## src/rtl/ckg_pkg.sv

```systemverilog
// Constants and types of the main clock select and oscillator
// stabilization block.
// Assumes a byte-addressed register port, one 32-bit word per register.
// What this block does
// Select bit picks main clock; 0 on-chip oscillator, 1 high-speed system.
// Source status bit 5 is read-only; writes do not change it.
// Software never selects high-speed while frequency option or PLL bit set.
// Software writes 0 to bits 7, 6 and 3 of the clock control register.
// Run control resets to c0; high-speed stopped, on-chip oscillator runs.
// Bit 7 stops crystal, ignores external input, or does nothing.
// Bit 0 of run control stops the on-chip oscillator when 1.
// Software programs pin mode register before the run control register.
// Software sets wait select before clearing the high-speed stop bit.
// Software never stops the oscillator currently feeding the CPU.
// Progress status clears on reset, STOP entry, and stop bit set.
// Counting starts on crystal start or on STOP release.
// Progress bits set from MSB down at 2^8..2^18 crystal counts, sticky.
// Progress status is read-only, readable as bit or byte.
// Wait select codes give 2^8..2^11, 2^13, 2^15, 2^17, 2^18 cycles; upper bits zero.
// Wait select resets to 07, the longest wait.
// Crystal clock is held off until the selected wait has elapsed.
// Counter stops at the selected wait; status shows only up to it.
// Software picks a wait longer than the count it will check.
// Only crystal edges are counted; start-up delay is not included.
// Software polls progress status before switching to the crystal.
// Wait select is written as a whole byte only.
// Select at bit 4, status at bit 5; clock control resets to 00.
// Binary crystal counter; each status bit is a sticky threshold.

`default_nettype none

package ckg_pkg;

  // Register indices; byte address is four times the index
  localparam logic [19:0] PIN_MODE_IDX = 20'hfffa0;
  localparam logic [19:0] OSC_RUN_IDX = 20'hfffa1;
  localparam logic [19:0] STAB_STAT_IDX = 20'hfffa2;
  localparam logic [19:0] WAIT_SEL_IDX = 20'hfffa3;
  localparam logic [19:0] SYS_CTRL_IDX = 20'hfffa4;
  localparam int ADDR_W = 22;

  // Field positions
  localparam int PIN_EXT_BIT = 7;
  localparam int PIN_XTAL_BIT = 6;
  localparam int PIN_AMP_BIT = 0;
  localparam int HS_STOP_BIT = 7;
  localparam int RUN_ONE_BIT = 6;
  localparam int ONCHIP_STOP_BIT = 0;
  localparam int MAIN_STATUS_BIT = 5;
  localparam int MAIN_SELECT_BIT = 4;

  // Reset values
  localparam logic [7:0] PIN_MODE_RST = 8'h00;
  localparam logic [7:0] OSC_RUN_RST = 8'hc0;
  localparam logic [7:0] STAB_STAT_RST = 8'h00;
  localparam logic [2:0] WAIT_SEL_RST = 3'h7;
  localparam logic [7:0] SYS_CTRL_RST = 8'h00;

  // Crystal counter reaches 2^18
  localparam int CNT_W = 19;

  typedef enum logic [1:0] {
    STAB_IDLE = 2'b00,
    STAB_COUNT = 2'b01,
    STAB_DONE = 2'b10
  } ckg_stab_type;

  typedef struct packed {
    logic wr;
    logic rd;
    logic [ADDR_W-1:0] addr;
    logic [31:0] wdata;
  } ckg_req_type;

  typedef struct packed {
    logic onchip_run;
    logic xtal_run;
    logic ext_accept;
    logic hs_ready;
    logic main_status;
  } ckg_clk_type;

endpackage

`default_nettype wire

```

## src/rtl/ckg_main_clock.sv

```systemverilog
// Main clock source select, oscillator run control and crystal
// stabilization counter, with a small register port.
// Assumes crystal_clock is an asynchronous pin far slower than clock,
// and STOP entry and release arrive as one-cycle pulses on clock.
//
// Added by the designer: the address-and-strobe port.

`default_nettype none

module ckg_main_clock (
  // Clock and reset
  input wire logic clock,
  input wire logic rst_n,
  // Register port
  input wire ckg_pkg::ckg_req_type req,
  output logic [31:0] rd_data,
  // Power mode events
  input wire logic stop_enter,
  input wire logic stop_release,
  // Option byte and PLL select levels
  input wire logic osc_freq_option_bit,
  input wire logic pll_source_select,
  // Crystal clock pin
  input wire logic crystal_clock,
  // Clock controls and status
  output ckg_pkg::ckg_clk_type clk_ctrl
);

  ////////////////////////////////////////////////////////////////////
  // State

  typedef struct packed {
    logic [7:0] pin_mode;
    logic pin_mode_locked;
    logic hs_stop;
    logic onchip_stop;
    logic main_select;
    logic main_status;
    logic [2:0] wait_sel;
    logic [ckg_pkg::CNT_W-1:0] count;
    logic [7:0] progress;
    ckg_pkg::ckg_stab_type stab;
    logic in_stop;
    logic xtal_s1;
    logic xtal_s2;
    logic xtal_s3;
    logic [31:0] rd_data;
    ckg_pkg::ckg_clk_type clk;
  } ckg_state_type;

  ckg_state_type st;
  ckg_state_type next_st;

  ////////////////////////////////////////////////////////////////////
  // Helpers

  // Exponent of the wait length for a select code
  function automatic logic [4:0] wait_exp(input logic [2:0] code);
    logic [4:0] e;
    e = 5'd8;
    case (code)
      3'h0: e = 5'd8;
      3'h1: e = 5'd9;
      3'h2: e = 5'd10;
      3'h3: e = 5'd11;
      3'h4: e = 5'd13;
      3'h5: e = 5'd15;
      3'h6: e = 5'd17;
      3'h7: e = 5'd18;
      default: e = 5'd18;
    endcase
    return e;
  endfunction

  function automatic logic [ckg_pkg::CNT_W-1:0] wait_len(
    input logic [2:0] code);
    logic [ckg_pkg::CNT_W-1:0] one;
    one = {{(ckg_pkg::CNT_W-1){1'b0}}, 1'b1};
    return one << wait_exp(code);
  endfunction

  // Thermometer from the counter, MSB set first
  function automatic logic [7:0] therm(
    input logic [ckg_pkg::CNT_W-1:0] cnt);
    logic [7:0] t;
    t = 8'h00;
    for (int i = 0; i < 8; i++) begin
      t[7-i] = (cnt >= wait_len(3'(i)));
    end
    return t;
  endfunction

  function automatic logic addr_hit(input logic [ckg_pkg::ADDR_W-1:0] a,
                                    input logic [19:0] idx);
    return a == {idx, 2'b00};
  endfunction

  ////////////////////////////////////////////////////////////////////
  // Decoded views

  logic xtal_mode;
  logic ext_mode;
  logic xtal_edge;
  logic [ckg_pkg::CNT_W-1:0] limit;
  logic [7:0] run_rd;
  logic [7:0] sys_rd;
  logic [7:0] wait_rd;

  always_comb begin
    xtal_mode = !st.pin_mode[ckg_pkg::PIN_EXT_BIT]
                && st.pin_mode[ckg_pkg::PIN_XTAL_BIT];
    ext_mode = st.pin_mode[ckg_pkg::PIN_EXT_BIT]
               && st.pin_mode[ckg_pkg::PIN_XTAL_BIT];
    // Only real crystal edges advance the count
    xtal_edge = st.xtal_s2 && !st.xtal_s3;
    limit = wait_len(st.wait_sel);
    run_rd = 8'h00;
    run_rd[ckg_pkg::HS_STOP_BIT] = st.hs_stop;
    run_rd[ckg_pkg::RUN_ONE_BIT] = 1'b1;
    run_rd[ckg_pkg::ONCHIP_STOP_BIT] = st.onchip_stop;
    sys_rd = 8'h00;
    sys_rd[ckg_pkg::MAIN_STATUS_BIT] = st.main_status;
    sys_rd[ckg_pkg::MAIN_SELECT_BIT] = st.main_select;
    // Upper five bits read zero
    wait_rd = {5'h00, st.wait_sel};
  end

  ////////////////////////////////////////////////////////////////////
  // Next state

  logic wr_run;
  logic wr_pin;
  logic wr_sys;
  logic wr_wait;
  logic start_xtal;

  always_comb begin
    next_st = st;
    wr_pin = req.wr && addr_hit(req.addr, ckg_pkg::PIN_MODE_IDX);
    wr_run = req.wr && addr_hit(req.addr, ckg_pkg::OSC_RUN_IDX);
    wr_wait = req.wr && addr_hit(req.addr, ckg_pkg::WAIT_SEL_IDX);
    wr_sys = req.wr && addr_hit(req.addr, ckg_pkg::SYS_CTRL_IDX);
    start_xtal = 1'b0;

    // Synchroniser for the crystal pin
    next_st.xtal_s1 = crystal_clock;
    next_st.xtal_s2 = st.xtal_s1;
    next_st.xtal_s3 = st.xtal_s2;

    // Pin mode register takes one write after reset
    if (wr_pin && !st.pin_mode_locked) begin
      next_st.pin_mode = 8'h00;
      next_st.pin_mode[ckg_pkg::PIN_EXT_BIT] =
        req.wdata[ckg_pkg::PIN_EXT_BIT];
      next_st.pin_mode[ckg_pkg::PIN_XTAL_BIT] =
        req.wdata[ckg_pkg::PIN_XTAL_BIT];
      next_st.pin_mode[ckg_pkg::PIN_AMP_BIT] =
        req.wdata[ckg_pkg::PIN_AMP_BIT];
      next_st.pin_mode_locked = 1'b1;
    end

    // Run control: only the two stop bits store
    if (wr_run) begin
      next_st.hs_stop = req.wdata[ckg_pkg::HS_STOP_BIT];
      next_st.onchip_stop = req.wdata[ckg_pkg::ONCHIP_STOP_BIT];
      // Crystal start on stop bit falling in crystal mode
      start_xtal = st.hs_stop && !req.wdata[ckg_pkg::HS_STOP_BIT]
                   && xtal_mode;
    end

    if (wr_wait) begin
      next_st.wait_sel = req.wdata[2:0];
    end

    // Only the select bit stores; status bit ignores writes
    if (wr_sys) begin
      next_st.main_select = req.wdata[ckg_pkg::MAIN_SELECT_BIT];
    end

    // Stabilization counter
    case (st.stab)
      ckg_pkg::STAB_IDLE: begin
        next_st.count = '0;
      end
      ckg_pkg::STAB_COUNT: begin
        // Halts at the selected length
        if (st.count >= limit) begin
          next_st.stab = ckg_pkg::STAB_DONE;
        end else if (xtal_edge) begin
          next_st.count = st.count + 1'b1;
        end
      end
      ckg_pkg::STAB_DONE: begin
        if (st.count < limit && !st.in_stop) begin
          next_st.stab = ckg_pkg::STAB_COUNT;
        end
      end
      default: begin
        next_st.stab = ckg_pkg::STAB_IDLE;
      end
    endcase

    // Sticky thermometer bits
    if (st.stab != ckg_pkg::STAB_IDLE) begin
      next_st.progress = st.progress | therm(st.count);
    end

    // STOP release restarts the count with the crystal enabled
    if (stop_release && st.in_stop) begin
      next_st.in_stop = 1'b0;
      if (xtal_mode && !st.hs_stop) begin
        start_xtal = 1'b1;
      end
    end

    if (start_xtal) begin
      next_st.stab = ckg_pkg::STAB_COUNT;
      next_st.count = '0;
      next_st.progress = 8'h00;
    end

    // Clearing events win over counting
    if (stop_enter || (wr_run && req.wdata[ckg_pkg::HS_STOP_BIT])) begin
      next_st.stab = ckg_pkg::STAB_IDLE;
      next_st.count = '0;
      next_st.progress = 8'h00;
    end
    if (stop_enter) begin
      next_st.in_stop = 1'b1;
    end

    // Oscillator enables
    next_st.clk.onchip_run = !next_st.onchip_stop && !next_st.in_stop;
    next_st.clk.xtal_run = xtal_mode && !next_st.hs_stop
                           && !next_st.in_stop;
    next_st.clk.ext_accept = ext_mode && !next_st.hs_stop
                             && !next_st.in_stop;
    // Crystal usable only after the wait
    next_st.clk.hs_ready = (xtal_mode && next_st.stab == ckg_pkg::STAB_DONE
                            && next_st.clk.xtal_run)
                           || next_st.clk.ext_accept;

    // Source follows select once the target clock is usable
    if (st.main_select && st.clk.hs_ready) begin
      next_st.main_status = 1'b1;
    end else if (!st.main_select && st.clk.onchip_run) begin
      next_st.main_status = 1'b0;
    end
    next_st.clk.main_status = next_st.main_status;

    // Read data stands one cycle after the strobe
    next_st.rd_data = 32'h0000_0000;
    if (req.rd) begin
      if (addr_hit(req.addr, ckg_pkg::PIN_MODE_IDX)) begin
        next_st.rd_data = {24'h000000, st.pin_mode};
      end else if (addr_hit(req.addr, ckg_pkg::OSC_RUN_IDX)) begin
        next_st.rd_data = {24'h000000, run_rd};
      end else if (addr_hit(req.addr, ckg_pkg::STAB_STAT_IDX)) begin
        next_st.rd_data = {24'h000000, st.progress};
      end else if (addr_hit(req.addr, ckg_pkg::WAIT_SEL_IDX)) begin
        next_st.rd_data = {24'h000000, wait_rd};
      end else if (addr_hit(req.addr, ckg_pkg::SYS_CTRL_IDX)) begin
        next_st.rd_data = {24'h000000, sys_rd};
      end
    end
  end

  ////////////////////////////////////////////////////////////////////
  // Registers

  always_ff @(posedge clock or negedge rst_n) begin
    if (!rst_n) begin
      st.pin_mode <= ckg_pkg::PIN_MODE_RST;
      st.pin_mode_locked <= 1'b0;
      // Stopped crystal, running on-chip oscillator
      st.hs_stop <= ckg_pkg::OSC_RUN_RST[ckg_pkg::HS_STOP_BIT];
      st.onchip_stop <= ckg_pkg::OSC_RUN_RST[ckg_pkg::ONCHIP_STOP_BIT];
      st.main_select <= ckg_pkg::SYS_CTRL_RST[ckg_pkg::MAIN_SELECT_BIT];
      st.main_status <= ckg_pkg::SYS_CTRL_RST[ckg_pkg::MAIN_STATUS_BIT];
      st.wait_sel <= ckg_pkg::WAIT_SEL_RST;
      st.count <= '0;
      st.progress <= ckg_pkg::STAB_STAT_RST;
      st.stab <= ckg_pkg::STAB_IDLE;
      st.in_stop <= 1'b0;
      st.xtal_s1 <= 1'b0;
      st.xtal_s2 <= 1'b0;
      st.xtal_s3 <= 1'b0;
      st.rd_data <= 32'h0000_0000;
      st.clk.onchip_run <= 1'b1;
      st.clk.xtal_run <= 1'b0;
      st.clk.ext_accept <= 1'b0;
      st.clk.hs_ready <= 1'b0;
      st.clk.main_status <= 1'b0;
    end else begin
      st <= next_st;
    end
  end

  ////////////////////////////////////////////////////////////////////
  // Outputs

  assign rd_data = st.rd_data;
  assign clk_ctrl = st.clk;

endmodule

`default_nettype wire

```

## config.mk

```make
export PLATFORM = sky130hd
export DESIGN_NAME = ckg_main_clock
export DESIGN_NICKNAME = d
export VERILOG_FILES = /design/src/rtl/ckg_pkg.sv /design/src/rtl/ckg_main_clock.sv
export SDC_FILE = /design/constraint.sdc
export NUM_CORES = 1
export LEC_CHECK = 0
export BUFFER_PORTS_ARGS = -buffer_cell sky130_fd_sc_hd__buf_2
export CAP_MARGIN = 20
export CORE_MARGIN = 2
export CORE_UTILIZATION = 53
export DETAILED_ROUTE_END_ITERATION = 10
export PLACE_DENSITY = 0.81
export SETUP_SLACK_MARGIN = 0.5
export SYNTH_ARGS = -nofsm -noshare
export SYNTH_HDL_FRONTEND = slang
export SYNTH_SLANG_ARGS = --single-unit
```

## constraint.sdc

```tcl
create_clock -name clock -period 3.45 [get_ports clock]
set_input_delay 0.1725 -clock clock [delete_from_list [all_inputs] [get_ports clock]]
set_output_delay 0.1725 -clock clock [all_outputs]
set_load 0.05 [all_outputs]
```

==> results of run 1 <==
[report_power, final]
group          switching, uW  internal, uW  leakage (uW)
Combinational            114          36.8       0.00107
Sequential              2.08           660      0.000754
Clock                    224           145     0.0000414
[worst max-delay path by stage]
| stage | to | slack [ns] |
|---|---|---|
| 2_1_floorplan | st[64] | 0.57 |
| 3_3_place_gp | st[64] | 0.35 |
| 3_5_place_dp | st[62] | 0.26 |
| 4_1_cts | st[62] | 0.50 |
| 5_1_grt | st[69] | 0.50 |
| 6_report | st[62] | 0.59 |
[layer usage]
layer | routed length, um | up-vias
met4 | 175 | 0
met1 | 3450 | 1446
met5 | 0 | -
met3 | 388 | 11
met2 | 4050 | 93
li1 | - | 1414
[metrics by stage]
step,std cells,area [um2]
6_report,510,4100
5_1_grt,510,4100
4_1_cts,508,3990
3_5_place_dp,489,3780
3_3_place_gp,489,3780
2_1_floorplan,407,3780
[cell usage after synthesis, drive strengths merged, types with 5 or more instances]
| master | n |
|---|---|
| a21oi | 27 |
| and3 | 6 |
| buf | 43 |
| clkbuf | 5 |
| dfrtp | 51 |
| dfstp | 5 |
| ha | 21 |
| inv | 16 |
| mux2 | 9 |
| nand2 | 24 |
| nand3 | 21 |
| nand3b | 5 |
| nand4 | 11 |
| nor2 | 25 |
| nor3 | 6 |
| o21ai | 16 |
| o31ai | 7 |
| or3 | 10 |
| or4 | 6 |
[registers in the layout, indices dropped and copies added (netlist names)]
name and count:
st 39, rd_data 8, next_st 2, run_rd 2, clk_ctrl 5
[cell usage in the layout, fill, tap and decap left out, drive strengths merged, types with 3 or more instances in the layout]
| cell type | n |
|---|---|
| a211oi | 4 |
| a21oi | 27 |
| a22o | 4 |
| a32oi | 4 |
| and3 | 6 |
| and4 | 3 |
| and4bb | 3 |
| buf | 60 |
| clkbuf | 6 |
| conb | 35 |
| dfrtp | 51 |
| dfstp | 5 |
| ha | 21 |
| inv | 16 |
| mux2 | 9 |
| mux2i | 4 |
| nand2 | 24 |
| nand2b | 3 |
| nand3 | 21 |
| nand3b | 5 |
| nand4 | 12 |
| nand4b | 3 |
| nor2 | 25 |
| nor3 | 6 |
| nor4 | 3 |
| o21ai | 16 |
| o31ai | 7 |
| or2 | 4 |
| or3 | 10 |
| or4 | 6 |
[critical path: cells and delay by family (launching register included)]
| family | cells | cell delay, ns |
|---|---|---|
| AO/OA/AOI/OAI | 2 | 0.43 |
| adder cells (fa/ha/maj) | 1 | 0.38 |
| flip-flops | 1 | 0.61 |
| AND/OR/NAND/NOR | 5 | 1.05 |
| buffers and inverters | 2 | 0.32 |
[logic make-up after synthesis]
group / count (synthesis)
AOI/OAI and AO/OA: 74
other: 2
and+or+nand+nor: 142
xor gates and xnor gates: 1
DFF: 56
muxes: 14
buffers and inverters: 64
adders and majority gates: 21
[final cells by class]
class | count | area share (%)
repair buffers | 62 | 9.30
clock inverters | 2 | 0.396
well taps | 80 | 2.44
flip-flops and latches | 56 | 34.3
clock buffers | 6 | 1.77
multi-input cells | 288 | 50.3
inverters | 16 | 1.46
[what timing repair did]
item | in CTS | in global routing
gates cloned | 1 | 0
resized for setup | 3 | 12
hold endpoints to repair | 1 | 8
pin swaps | 3 | 2
buffers inserted | 9 | 0
hold buffers | 1 | 1
endpoints found under the setup margin | 14 | 16
==> results.tsv, run 1 <==
stage	metric	value	unit
run_status	status	finished, final reports clean	
critical_path	crit_path_frequent_cell	nand4_4	
sta	final_max_slew_viol_count	0	
grt	gr-usage-met3	3.51	%
power	powerDensity	288	nW/um2
route	vias_per_cell	5.81	
finish	antenna_cells	0	
synth	synth-simple-area-share	24.0	%
critical_path	critPathMaxFanout	7	
die	rows	30	
synth	synth_seq_cells	56	
die	initial_core_util	54.4	%
synth	yosysTopAreaCell	dfrtp_1	
sta	finalClockSkew	0.00800	ns
die	io_pins	100	
grt	overflow	0	
sta	fmax	349	MHz
route	drtAntennaViolNets	0	
critical_path	r2r-end	st[62]	
synth	synth_edf_count	0	
clock_network	cts-buffers-inserted	5	
grt	grt_busiest_layer	met2	
synth	synth_xor_area_share	0.240	%
synth	synth_area_leaders	dfrtp_1 35%, buf_4 7.8%, ha_1 7.2%	
clock_network	ctsLongestPathBuffers	2	
flow_run	drv_cap	0	
finish	fillers	568	
grt	grt_pass1_wl	13200	um
synth	synth_top_cell_area_share	34.9	%
synth	syn_avg_cell_area	9.77	um2
synth	postSynthCellCount	374	
die	die_y	87.0	um
power	ir_drop	0.160	mV
route	wl	8060	um
critical_path	ff2ff_setup_slack	0.59	ns
grt	grt_max_degree	44	
finish	post-route-util	61.1	%
grt	met2_usage	39.1	%
critical_path	criticalPathCategory	reg2reg	
worst_hold_path	min_path_type	in2reg	
synth	synthFlopType	dfrtp_1	
power	finalPower	1180	uW
finish	nets	513	
grt	track_usage	22.0	%
synth	synth_compound_area_share	13.8	%
worst_hold_path	hp-start	req[2]	
finish	syn_to_final_growth	12.3	%
sta	finalCritPeriodShare	83.0	%
clock_network	cts_tree	yes	
sta	period_minus_slack	2.86	ns
synth	synth_cell_types	61	
power	p_leak	0.00187	uW
finish	ff_latch_area	1410	um2
die	core_area	6720	um2
sta	finalSetupTns	0	ns
placed_design	io_buffers	47	
grt	antenna_found_initial	0	
route	drc	0	
critical_path	arrival	3.11	ns
worst_hold_path	hold_end	st[72]	
placed_design	gp_congestion	0.843	
clock_network	clkTransAtPathRegs	0.10	ns
finish	multi_input_area	2060	um2
sta	hold_violations	0	
clock_network	clkLatencyLatePin	0.32	ns
synth	synth.area.mux_share	4.69	%
die	die_w	87.0	um
sta	tightest_slew	0.751	ns
critical_path	ff2ff_path_depth	10	
synth	synth_top_family_by_area	simple AND/OR/NAND/NOR gates	
sta	finalSetupViolCount	0	
synth	async_flop_share	100	%
synth	synthAdderAreaFrac	7.19	%
finish	post_route_cells_drive_above_1_share	25.8	%
sta	slew_headroom	49.6	%
worst_hold_path	min_path_cells	2	
sta	holdWs	0.0801	ns
critical_path	rr_startpoint	st[70]	
clock_network	htreeDepth	2	
die	dieArea	7580	um2
route	drt-initial-drc-count	165	
clock_network	root_buffer	clkbuf_8	
synth	syn_area	3650	um2
placed_design	pre_cts_slack	0.263	ns
critical_path	slowest_delay	0.61	ns
grt	grt_pass1_vias	2856	
sta	finalWorstSetupSlack	0.586	ns
critical_path	start_kind	flop	
critical_path	critPathCaptureType	flop	
critical_path	cp_slowest_cell	dfstp_2	
placed_design	dp_hpwl	5640	um
critical_path	required	3.70	ns
route	vias	2964	
synth	yosysSeqAreaShare	38.5	%
clock_network	cts.sinks	56	
route	drt_pass1_iterations	4	
critical_path	path_cells	buf_4 -> nand3_1 -> ha_1 -> nand4_4 -> nor2_4 -> a221oi_4 -> buf_6 -> nand4_4 -> or4_1 -> a21oi_1	
route	wl_per_cell	15.8	um
synth	yosysWarnings	0	
grt	grtUsageMet1	27.0	%
sta	rsz0062_at_grt	no	
critical_path	startpoint	st[70]	
No activity file was read; power rests on OpenSTA's default activity.
==> inputs of run 2 (changes only) <==
- clock period: 3.45 -> 3 ns (I/O delays scaled with it)
==> run 2 against run 1 <==
  * Worst hold slack got worse by 0.033 ns
  * Register-to-register slack got worse by 0.48 ns
  * Sequential share of layout area decreased by 2.7 points
  * Combinational power increased by 21%
  * Sequential power increased by 15%
  * Core utilization increased by 5.2 points
  * Critical path type unchanged
  * Power increased by 18%
  * Cell count increased by 2.7%
  * Die area unchanged
==> results.tsv, run 2 (same netlist as run 1, synthesis figures left out) <==
stage	metric	value	unit
sta	finalCritPeriodShare	96.6	%
power	p_leak	0.00198	uW
finish	syn_to_final_growth	21.9	%
worst_hold_path	hold_end	st[74]	
critical_path	rr_startpoint	st[71]	
grt	grt_pass1_wl	13900	um
route	wl	9190	um
critical_path	cp_slowest_cell	dfstp_2	
die	die_w	87.0	um
critical_path	ff2ff_path_depth	11	
route	drt_pass1_iterations	5	
grt	grt_pass1_vias	3021	
critical_path	startpoint	st[71]	
sta	finalSetupTns	0	ns
die	io_pins	100	
sta	rsz0062_at_grt	yes	
finish	regMostFlops	st	
clock_network	clkLatencyLatePin	0.32	ns
finish	layout_common_cells	51 x dfrtp_1, 47 x buf_2, 35 x conb_1	
finish	post_route_cells_drive_above_1_share	33.6	%
sta	fmax	345	MHz
finish	largest_reg_flops	39	
sta	tightest_slew	0.821	ns
critical_path	critPathCaptureType	flop	
power	powerDensity	313	nW/um2
die	initial_core_util	54.4	%
clock_network	ctsLongestPathBuffers	2	
route	drtAntennaViolNets	0	
critical_path	ff2ff_setup_slack	0.10	ns
finish	post-route-util	66.3	%
route	drc	0	
critical_path	path_cells	or3b_4 -> ha_4 -> nand4_1 -> buf_4 -> nor3_4 -> a2bb2oi_4 -> buf_4 -> nand4_4 -> buf_6 -> o31ai_1 -> a21oi_1	
critical_path	slowest_delay	0.61	ns
die	rows	30	
finish	nets	527	
clock_network	cts_tree	yes	
clock_network	htreeDepth	2	
placed_design	place_area	3840	um2
power	ir_drop	0.192	mV
critical_path	r2r-end	st[64]	
sta	period_minus_slack	2.90	ns
worst_hold_path	min_path_cells	2	
worst_hold_path	min_path_type	in2reg	
finish	finish.instance_area	4450	um2
sta	final_max_slew_viol_count	0	
sta	finalClockSkew	0.00658	ns
finish	fillers	470	
clock_network	cts.sinks	56	
grt	grt_max_degree	26	
route	vias_per_cell	6.04	
critical_path	required	3.19	ns
grt	antenna_found_initial	0	
placed_design	dp_hpwl	5770	um
finish	final_common_cell	dfrtp_1	
placed_design	io_buffers	47	
sta	holdWs	0.0476	ns
die	die_y	87.0	um
route	wl_per_cell	17.5	um
worst_hold_path	hp-start	req[4]	
grt	overflow	0	
clock_network	root_buffer	clkbuf_8	
route	vias	3167	
clock_network	cts-buffers-inserted	5	
die	core_area	6720	um2
critical_path	criticalPathCategory	reg2reg	
route	drt-initial-drc-count	271	
sta	slew_headroom	45.0	%
clock_network	clkTransAtPathRegs	0.11	ns
finish	antenna_cells	0	
critical_path	start_kind	flop	
critical_path	arrival	3.09	ns
run_status	status	finished, final reports clean	
grt	track_usage	23.1	%
placed_design	gp_congestion	0.877	
die	dieArea	7580	um2
flow_run	drv_cap	0	
critical_path	critPathMaxFanout	6	
sta	finalSetupViolCount	0	
sta	hold_violations	0	
critical_path	crit_path_frequent_cell	buf_4	
run 2: worst max-delay path, delay by kind of cell, from the launching register on:
family / cells / cell delay [ns]
AND/OR/NAND/NOR: 4 / 0.81
flip-flops: 1 / 0.61
AO/OA/AOI/OAI: 3 / 0.59
buffers and inverters: 3 / 0.51
adder cells (fa/ha/maj): 1 / 0.24
run 2: how the worst max path moves through the flow:
stage,endpoint,cells after the start,slack (ns)
6_report,st[64],11,0.10
5_1_grt,st[64],11,0.03
4_1_cts,st[64],10,0.17
3_5_place_dp,st[66],8,0.12
3_3_place_gp,st[54],9,0.16
2_1_floorplan,st[60],11,0.36
run 2: area by class of cell:
| class | count | area [um2] | share of cell area, % |
|---|---|---|---|
| multi-input cells | 289 | 2300 | 51.5 |
| inverters | 16 | 60.1 | 1.35 |
| well taps | 80 | 100 | 2.25 |
| clock buffers | 5 | 68.8 | 1.54 |
| repair buffers | 75 | 494 | 11.1 |
| flip-flops and latches | 56 | 1410 | 31.6 |
| clock inverters | 3 | 27.5 | 0.618 |
run 2: through the flow:
stage / instances / setup slack, ns / power [uW]
3_5_place_dp: 490 / 0.123 / 940
3_3_place_gp: 490 / 0.161 / 936
4_1_cts: 516 / 0.172 / 1390
6_report: 524 / 0.101 / 1390
5_1_grt: 524 / 0.0273 / 1440
2_1_floorplan: 407 / 0.359 / 915
run 2: power breakdown:
group | leakage, uW | switching (uW) | internal, uW
Clock | 0.0000463 | 279 | 172
Combinational | 0.00118 | 138 | 43.7
Sequential | 0.000754 | 3.09 | 759
Total | 0.00198 | 420 | 975
run 2: what timing repair did:
action | 4_1_cts | 5_1_grt
endpoints found under the setup margin | 22 | 22
setup buffers | 14 | 7
gates cloned | 2 | 1
pin swaps | 15 | 13
endpoints found under the hold margin | 22 | 0
hold buffers | 2 | 0
gates resized for setup | 23 | 26
run 2: routing by layer:
metal | up-vias | wire [um] | GRT usage (%)
met4 | 0 | 231 | 8.81
met5 | - | 0 | 0
met3 | 25 | 626 | 4.45
met2 | 145 | 4820 | 42.1
li1 | 1446 | - | -
met1 | 1551 | 3510 | 26.5
